<file path="src/gwg_cfg.svh">
`ifndef GWG_CFG_SVH
`define GWG_CFG_SVH
// command codes seen on the management bus
`define GWG_CMD_KEY    8'hFA
`define GWG_CMD_MASK   8'hFB
`define GWG_CMD_WP     8'h10
`define GWG_CMD_SAVE   8'h15
`define GWG_CMD_VMODE  8'h20
`define GWG_CMD_VCMD   8'h21
`define GWG_CMD_VTRIM  8'h22
`define GWG_CMD_VMAX   8'h24
`define GWG_CMD_VSCALE 8'h29
`define GWG_CMD_VMIN   8'h2B
`define GWG_CMD_ICALG  8'h38
`define GWG_CMD_ICALO  8'h39
`define GWG_CMD_OVFL   8'h40
`define GWG_CMD_OVFR   8'h41
`define GWG_CMD_UVFL   8'h44
`define GWG_CMD_UVFR   8'h45
// lock mask field positions
`define GWG_B_SELF     15
`define GWG_B_WP       14
`define GWG_B_TRIM     13
`define GWG_B_SETPT    12
`define GWG_B_FLT      11
`define GWG_B_KEYL     1
`define GWG_B_SAVE     0
// key status words and constants
`define GWG_ST_OPEN    16'h0000
`define GWG_ST_FAIL0   16'h000F
`define GWG_ST_FAIL1   16'h001F
`define GWG_ST_FAIL2   16'h002F
`define GWG_ST_BARRED  16'h00FF
`define GWG_KEY_ZERO   16'h0000
`define GWG_FAIL_MAX   2'h3
`define GWG_MASK_RST   16'hFFFF
`define GWG_KEY_RST    16'h0000
`endif

</file>
<file path="src/gwg_pkg.sv">
package gwg_pkg;
    // command group that a code belongs to
    typedef enum logic [2:0] {
        GRP_OTHER, GRP_KEY, GRP_MASK, GRP_WP,
        GRP_TRIM, GRP_SETPT, GRP_FLT, GRP_SAVE
    } gwg_grp_t;
    // unlock key state
    typedef enum logic [1:0] {KST_OPEN, KST_SEALED, KST_BARRED} gwg_kst_t;
endpackage : gwg_pkg

</file>
<file path="src/gwg_key_if.sv">
`timescale 1ns/1ps
interface gwg_key_if;
    import gwg_pkg::*;
    logic        boot;
    logic [15:0] boot_key;
    logic        try_wr;
    logic [15:0] wdata;
    logic        take;
    gwg_kst_t    state;
    logic [15:0] status;
    modport ctl (output boot, boot_key, try_wr, wdata,
                 input take, state, status);
    modport key (input boot, boot_key, try_wr, wdata,
                 output take, state, status);
endinterface : gwg_key_if

</file>
<file path="src/gwg_cmd_class.sv">
`timescale 1ns/1ps
`include "gwg_cfg.svh"
module gwg_cmd_class (
    input  wire logic [7:0]       code,
    output gwg_pkg::gwg_grp_t     grp
);
    import gwg_pkg::*;
    // map a command code onto the group that guards it
    always_comb
    begin
        case (code)
            `GWG_CMD_KEY:  grp = GRP_KEY;
            `GWG_CMD_MASK: grp = GRP_MASK;
            `GWG_CMD_WP:   grp = GRP_WP;
            `GWG_CMD_SAVE: grp = GRP_SAVE;
            `GWG_CMD_VTRIM, `GWG_CMD_VSCALE,
            `GWG_CMD_ICALG, `GWG_CMD_ICALO: grp = GRP_TRIM;
            `GWG_CMD_VMODE, `GWG_CMD_VCMD:  grp = GRP_SETPT;
            `GWG_CMD_VMAX, `GWG_CMD_VMIN, `GWG_CMD_OVFL,
            `GWG_CMD_OVFR, `GWG_CMD_UVFL, `GWG_CMD_UVFR: grp = GRP_FLT;
            default:       grp = GRP_OTHER;
        endcase
    end
endmodule : gwg_cmd_class

</file>
<file path="src/gwg_key_unit.sv">
`timescale 1ns/1ps
`include "gwg_cfg.svh"
module gwg_key_unit (
    input  wire logic clk,
    input  wire logic rst,
    gwg_key_if.key    kif
);
    import gwg_pkg::*;
    logic [15:0] key_q;
    gwg_kst_t    st_q;
    logic [1:0]  fail_q;
    logic        zero_key;
    logic        match;
    assign zero_key = (key_q == `GWG_KEY_ZERO);
    assign match    = (kif.wdata == key_q);
    // accept: replace a zero key, or a matching word
    always_comb
    begin
        kif.take = 1'b0;
        if (kif.try_wr && !kif.boot)
        begin
            case (st_q)
                KST_OPEN:   kif.take = zero_key || match;
                KST_SEALED: kif.take = match;
                default:    kif.take = 1'b0;
            endcase
        end
    end
    // active key, reloaded at boot; replaced only while zero
    always_ff @(posedge clk)
    begin
        if (rst)
            key_q <= `GWG_KEY_RST;
        else if (kif.boot)
            key_q <= kif.boot_key;
        else if (kif.try_wr && st_q == KST_OPEN && zero_key)
            key_q <= kif.wdata;
    end
    // lock state; only rst leaves the barred state
    always_ff @(posedge clk)
    begin
        if (rst)
            st_q <= KST_SEALED;
        else if (kif.boot && st_q != KST_BARRED)
            st_q <= (kif.boot_key == `GWG_KEY_ZERO) ? KST_OPEN
                                                    : KST_SEALED;
        else if (!kif.boot && kif.try_wr && st_q != KST_BARRED
                 && !zero_key)
        begin
            if (match)
                st_q <= KST_OPEN;
            else if (fail_q == `GWG_FAIL_MAX - 2'h1)
                st_q <= KST_BARRED;
        end
    end
    // mismatch count, cleared by a matching word
    always_ff @(posedge clk)
    begin
        if (rst)
            fail_q <= 2'h0;
        else if (!kif.boot && kif.try_wr && !zero_key)
        begin
            if (match && st_q != KST_BARRED)
                fail_q <= 2'h0;
            else if (fail_q != `GWG_FAIL_MAX)
                fail_q <= fail_q + 2'h1;
        end
    end
    // status word never exposes the key itself
    always_comb
    begin
        case (st_q)
            KST_OPEN:   kif.status = `GWG_ST_OPEN;
            KST_BARRED: kif.status = `GWG_ST_BARRED;
            default:
            begin
                case (fail_q)
                    2'h0:    kif.status = `GWG_ST_FAIL0;
                    2'h1:    kif.status = `GWG_ST_FAIL1;
                    2'h2:    kif.status = `GWG_ST_FAIL2;
                    default: kif.status = `GWG_ST_BARRED;
                endcase
            end
        endcase
    end
    assign kif.state = st_q;
endmodule : gwg_key_unit

</file>
<file path="src/gwg_write_guard.sv">
// Operation
// - 16-bit unlock key, reloaded at boot
// - zero key allows save, writes replace key
// - nonzero boot key blocks mask and save
// - matching key word unlocks protected writes
// - three mismatches without match cause lockout
// - lockout rejects key writes until power-on
// - key read returns status, never key
// - status words 0000 000F 001F 002F 00FF
// - 16-bit group lock mask at FBh
// - bit 15 freezes mask and key
// - bit 15 clear: key and bit 1 rule
// - bit 14 freezes standard write protect
// - bit 13 freezes trim and calibration
// - bit 12 freezes output setpoint commands
// - bit 11 freezes output limits and faults
// - clear group bit defers to standard protect, except bits 15, 14 and 1 (mask, write protect and key ignore it)
// - bit 1 freezes the unlock key
// - bit 0 freezes save command
`timescale 1ns/1ps
`include "gwg_cfg.svh"
module gwg_write_guard (
    input  wire logic        clk,
    input  wire logic        rst,
    input  wire logic        boot_load,
    input  wire logic [15:0] nvm_key,
    input  wire logic [15:0] nvm_mask,
    input  wire logic        cmd_valid,
    input  wire logic        cmd_write,
    input  wire logic [7:0]  cmd_code,
    input  wire logic [15:0] cmd_wdata,
    input  wire logic        std_wp_block,
    output logic             rsp_valid,
    output logic             rsp_wr_ok,
    output logic             rsp_wr_rej,
    output logic [15:0]      rsp_rdata,
    output logic [15:0]      group_write_lock_mask,
    output logic             key_open,
    output logic             key_barred,
    output logic             save_allowed
);
    import gwg_pkg::*;

    gwg_key_if          kif ();
    gwg_pkg::gwg_grp_t  grp;
    logic [15:0]        mask_q;
    logic               rsp_valid_q;
    logic               rsp_wr_ok_q;
    logic               rsp_wr_rej_q;
    logic [15:0]        rsp_rdata_q;
    logic               key_open_q;
    logic               key_barred_q;
    logic               save_allowed_q;
    logic               wr_req;
    logic               rd_req;
    logic               opened;
    logic               blocked;
    logic               allow;

    gwg_cmd_class u_class (
        .code (cmd_code),
        .grp  (grp)
    );

    gwg_key_unit u_key (
        .clk (clk),
        .rst (rst),
        .kif (kif)
    );

    // requests from the bus controller share this clock
    assign wr_req = cmd_valid && cmd_write && !boot_load;
    assign rd_req = cmd_valid && !cmd_write;
    assign opened = (kif.state == KST_OPEN);

    // per-group protection decision
    always_comb
    begin
        case (grp)
            GRP_KEY:
                blocked = mask_q[`GWG_B_SELF]
                       || mask_q[`GWG_B_KEYL];
            GRP_MASK:
                blocked = mask_q[`GWG_B_SELF] || !opened;
            GRP_WP:
                blocked = mask_q[`GWG_B_WP];
            GRP_TRIM:
                blocked = mask_q[`GWG_B_TRIM] || std_wp_block;
            GRP_SETPT:
                blocked = mask_q[`GWG_B_SETPT] || std_wp_block;
            GRP_FLT:
                blocked = mask_q[`GWG_B_FLT] || std_wp_block;
            GRP_SAVE:
                blocked = mask_q[`GWG_B_SAVE] || !opened
                       || std_wp_block;
            default:
                blocked = std_wp_block;
        endcase
    end

    // a key write also has to pass the key unit's own check
    always_comb
    begin
        if (grp == GRP_KEY)
            allow = !blocked && kif.take;
        else
            allow = !blocked;
    end

    // hand key traffic to the key unit only when not frozen
    assign kif.boot     = boot_load;
    assign kif.boot_key = nvm_key;
    assign kif.wdata    = cmd_wdata;
    assign kif.try_wr   = wr_req && grp == GRP_KEY && !blocked;

    // lock mask: boot copy, then guarded word writes
    always_ff @(posedge clk)
    begin
        if (rst)
            mask_q <= `GWG_MASK_RST;
        else if (boot_load)
            mask_q <= nvm_mask;
        else if (wr_req && grp == GRP_MASK && allow)
            mask_q <= cmd_wdata;
    end

    // one answer per request, one cycle later
    always_ff @(posedge clk)
    begin
        if (rst)
        begin
            rsp_valid_q  <= 1'b0;
            rsp_wr_ok_q  <= 1'b0;
            rsp_wr_rej_q <= 1'b0;
        end
        else
        begin
            rsp_valid_q  <= cmd_valid;
            rsp_wr_ok_q  <= wr_req && allow;
            // a write in a boot cycle is refused, never left unanswered
            rsp_wr_rej_q <= cmd_valid && cmd_write
                            && !(wr_req && allow);
        end
    end

    // read data; zero for codes this block does not own
    always_ff @(posedge clk)
    begin
        if (rst)
            rsp_rdata_q <= 16'h0000;
        else if (rd_req && grp == GRP_KEY)
            rsp_rdata_q <= kif.status;
        else if (rd_req && grp == GRP_MASK)
            rsp_rdata_q <= mask_q;
        else
            rsp_rdata_q <= 16'h0000;
    end

    // status flags lag the key unit by one cycle
    always_ff @(posedge clk)
    begin
        if (rst)
        begin
            key_open_q     <= 1'b0;
            key_barred_q   <= 1'b0;
            save_allowed_q <= 1'b0;
        end
        else
        begin
            key_open_q     <= opened;
            key_barred_q   <= (kif.state == KST_BARRED);
            save_allowed_q <= opened && !mask_q[`GWG_B_SAVE];
        end
    end

    assign rsp_valid             = rsp_valid_q;
    assign rsp_wr_ok             = rsp_wr_ok_q;
    assign rsp_wr_rej            = rsp_wr_rej_q;
    assign rsp_rdata             = rsp_rdata_q;
    assign group_write_lock_mask = mask_q;
    assign key_open              = key_open_q;
    assign key_barred            = key_barred_q;
    assign save_allowed          = save_allowed_q;
endmodule : gwg_write_guard

</file>
<file path="config.mk">
export PLATFORM = sky130hd
export DESIGN_NAME = gwg_write_guard
export DESIGN_NICKNAME = d
export VERILOG_FILES = /design/src/gwg_pkg.sv /design/src/gwg_key_if.sv /design/src/gwg_cmd_class.sv /design/src/gwg_key_unit.sv /design/src/gwg_write_guard.sv
export VERILOG_INCLUDE_DIRS = /design/src
export SDC_FILE = /design/constraint.sdc
export NUM_CORES = 1
export LEC_CHECK = 0
export ABC_AREA = 1
export BUFFER_PORTS_ARGS = -buffer_cell sky130_fd_sc_hd__buf_4
export CAP_MARGIN = 20
export CORE_ASPECT_RATIO = 0.8
export CORE_MARGIN = 5
export CORE_UTILIZATION = 51
export CTS_CLUSTER_DIAMETER = 40
export CTS_CLUSTER_SIZE = 28
export DETAILED_ROUTE_END_ITERATION = 10
export HOLD_SLACK_MARGIN = 0.15
export PLACE_DENSITY = 0.81
export SYNTH_ARGS = -nofsm -noshare
export SYNTH_HDL_FRONTEND = slang
export SYNTH_SLANG_ARGS = --single-unit
</file>
<file path="constraint.sdc">
create_clock -name clk -period 2.35 [get_ports clk]
set_clock_uncertainty 0.1 [all_clocks]
set_input_delay 0.1175 -clock clk [delete_from_list [all_inputs] [get_ports clk]]
set_output_delay 0.1175 -clock clk [all_outputs]
set_load 0.005 [all_outputs]
</file>
==> key figures <==
Clock network
  • Root Driver: clkbuf_8
  • Worst skew pair latency: between 300 and 400 ps
  • TritonCTS Sinks: 58
  • CTS buffer count: 9
  • Max clock buf depth: 2
  • Setup bufs post-CTS: 0
  • CTS clock-pin slew for the worst setup and hold paths: around 70 ps
  • CTS tree: done
  • H-tree Lvls: 3

Routing
  • First-pass iteration count of the detailed router: 5
  • Via-per-instance ratio: 5.48
  • DRC violations left: 0
  • Routed WL: 11300 um
  • WL/cell: 16.3 um
  • DRT iter0 DRCs: 427
  • Via count: about 3.8k
  • Antenna-violating nets left: 0

Critical path
  • Critical Path Fanout Max: 32
  • CP arrival: between 2000 and 2500 ps
  • Crit path launch type: register
  • Kind of critical path: register to register
  • CP Capture Type: register
  • Worst EP required: 2470 ps
  • R2R Setup Slk: 110 ps

Finish
  • Layout area overhead: 60.4%
  • Commonest non-fill, non-tap cell in the layout: nand2_1
  • Commonest non-fill, non-tap cells in the layout: nand2_1 (112), buf_4 (103), dlygate4sd3_1 (78), dfxtp_1 (58), inv_1 (44)
  • Final instance area: roughly 0.0048 mm2
  • Net count, final: about 680
  • Layout cells sized above 1: 0.211
  • N_diodes: 0

Min path
  • Hold WC Path Type: primary input to register

Floorplan
  • Die Span Y: slightly below 80 um
  • Die W: 95.8 um
  • Rows: 25
  • Io pins: 100
  • Core area: around 0.0058 mm2
  • Initial Utilization: 0.516
  • Area of the die: around 0.0075 mm2

Timing
  • Max-Slew Margin vs Limit: 0.592
  • Final Hold Viols: 0
  • # setup viols final: 0
  • Tmin final: 2240 ps
  • Final Cycle Share: 0.952
  • Max Clock Freq: 0.447 GHz
  • Setup TNS: 0 ps
  • Worst-Margin Slew: 611 ps
  • RSZ-0062 raised after global routing: false
  • Setup ws final: 113 ps
  • Hold WS: ~190 ps
  • Max-slew violation count: 0

Yosys
  • Post-Syn Area per Cell: 6.87 um2
  • Post-synthesis instance total: approximately 440
  • Mapped Nets: between 500 and 600
  • Sequential area share after synthesis: 0.387
  • Seq cells post-synth: 58
  • Syn Std Cell Area: 0.00300 mm2
  • Unique masters post-synth: 28
  • YS warnings: 0

Run status
  • Status: finished clean

Global route
  • Total track usage: 0.318
  • First-pass GRT wire length: roughly 18000 um
  • Initial antenna violation count: 0
  • Largest net degree at the start of global routing: 42
  • GR Overflow Total: 0
  • Vias in the first global route: 3747

Pwr
  • Leakage Power: approximately 2.4 nW
  • Cell Pwr Density: 532 mW/mm2
  • Peak supply drop: around 0.47 mV

Placement
  • GPL Wtd Cong: between 0.9 and 1
  • Placed cell areas: approximately 0.0038 mm2
  • DPL Wire Length: between 6000 and 7000 um
  • IO Port Bufs: 99
  • Worst slack at placement: roughly 200 ps

Run
  • # Max-Cap Violations: 0
[kinds of logic (layout without fill, tap and decap cells)]
group	count (synthesis)	after routing	synth area share
AO/OA/AOI/OAI	68	68	0.129
AND/OR/NAND/NOR	228	228	0.340
XOR/XNOR	15	15	0.0438
flip-flops	58	58	0.387
buffers and inverters	64	242	0.0842
adder cells (fa/ha/maj)	4	4	0.0167
[layout make-up]
cell class / instances / area, um2
Tap cell: 81 / 101
Multi-Input combinational cell: 315 / 1590
Clock buffer: 9 / 124
Timing Repair Buffer: 183 / 1590
Fill cell: 373 / 1000
Inverter: 44 / 165
Sequential cell: 58 / 1160
Clock inverter: 6 / 82.6
[Yosys cell counts (all sizes together)]
cell	count	share of area
o22ai	2	0.0042
buf	8	0.014
nand3	42	0.073
ha	4	0.017
o21bai	1	0.0025
dfxtp	58	0.39
o21ai	12	0.020
inv	44	0.055
nand2	113	0.14
o211ai	15	0.038
clkbuf	12	0.015
nor4	6	0.013
nor2	44	0.058
xnor2	15	0.044
nand3b	2	0.0092
nand4	11	0.023
o2111ai	1	0.0029
or2	3	0.0063
nor3	7	0.013
a21oi	37	0.062
[sequential cells by signal, indices dropped and copies added (netlist names)]
| register | flops |
|---|---|
| group_write_lock_mask | 16 |
| rsp_rdata | 16 |
| u_key.key_q | 16 |
| u_key.fail_q | 2 |
| u_key.kif.state | 2 |
| key_barred | 1 |
| key_open | 1 |
| rsp_valid | 1 |
| rsp_wr_ok | 1 |
| rsp_wr_rej | 1 |
| save_allowed | 1 |
[worst paths after layout]
check / start / depth (start not counted) / end
worst max register to register: u_key.key_q[11]$_SDFFE_PP0P_ / 11 / group_write_lock_mask[12]$_SDFFE_PP1P_
worst min-delay path: boot_load / 4 / rsp_wr_ok$_SDFF_PP0_
worst max-delay path: u_key.key_q[11]$_SDFFE_PP0P_ / 11 / group_write_lock_mask[12]$_SDFFE_PP1P_
worst min register to register: group_write_lock_mask[9]$_SDFFE_PP1P_ / 2 / rsp_rdata[9]$_SDFF_PP0_
[report_power, final]
part	internal [W]	leakage (nW)	switching (W)	total, W
logic	0.000276	1.82	0.000229	0.000506
clock network	0.000585	0.105	0.000410	0.000994
registers	0.00102	0.475	0.0000407	0.00106
[per-stage QoR]
step	util	power (W)	std cells
6_report	0.828	0.00256	696
5_1_grt	0.828	0.00267	696
4_1_cts	0.828	0.00254	696
3_5_place_dp	0.658	0.00145	603
3_3_place_gp	0.658	0.00144	603
2_1_floorplan	-	0.00126	437
[timing repair]
action,in CTS,in global routing
endpoints found under the setup margin,0,7
hold buffers,78,0
hold endpoints to repair,42,0
gates resized for setup,0,1
[critical path, stage by stage (launching register included)]
cell	delay (ps)
dfxtp_1	350
nor2_1	160
nand2_1	90
nor4_1	380
buf_4	190
nand2_1	60
o21ai_1	80
nor2_1	80
nand3b_1	220
buf_12	200
nand3_1	80
o211ai_1	110
[per-layer routing]
layer	track usage	part of all wire	up-vias
li1	-	-	1789
met1	0.370	0.37	1717
met2	0.539	0.48	251
met3	0.0872	0.10	58
met4	0.143	0.041	0
met5	0	0	-
(Power assumes the default switching activity.)
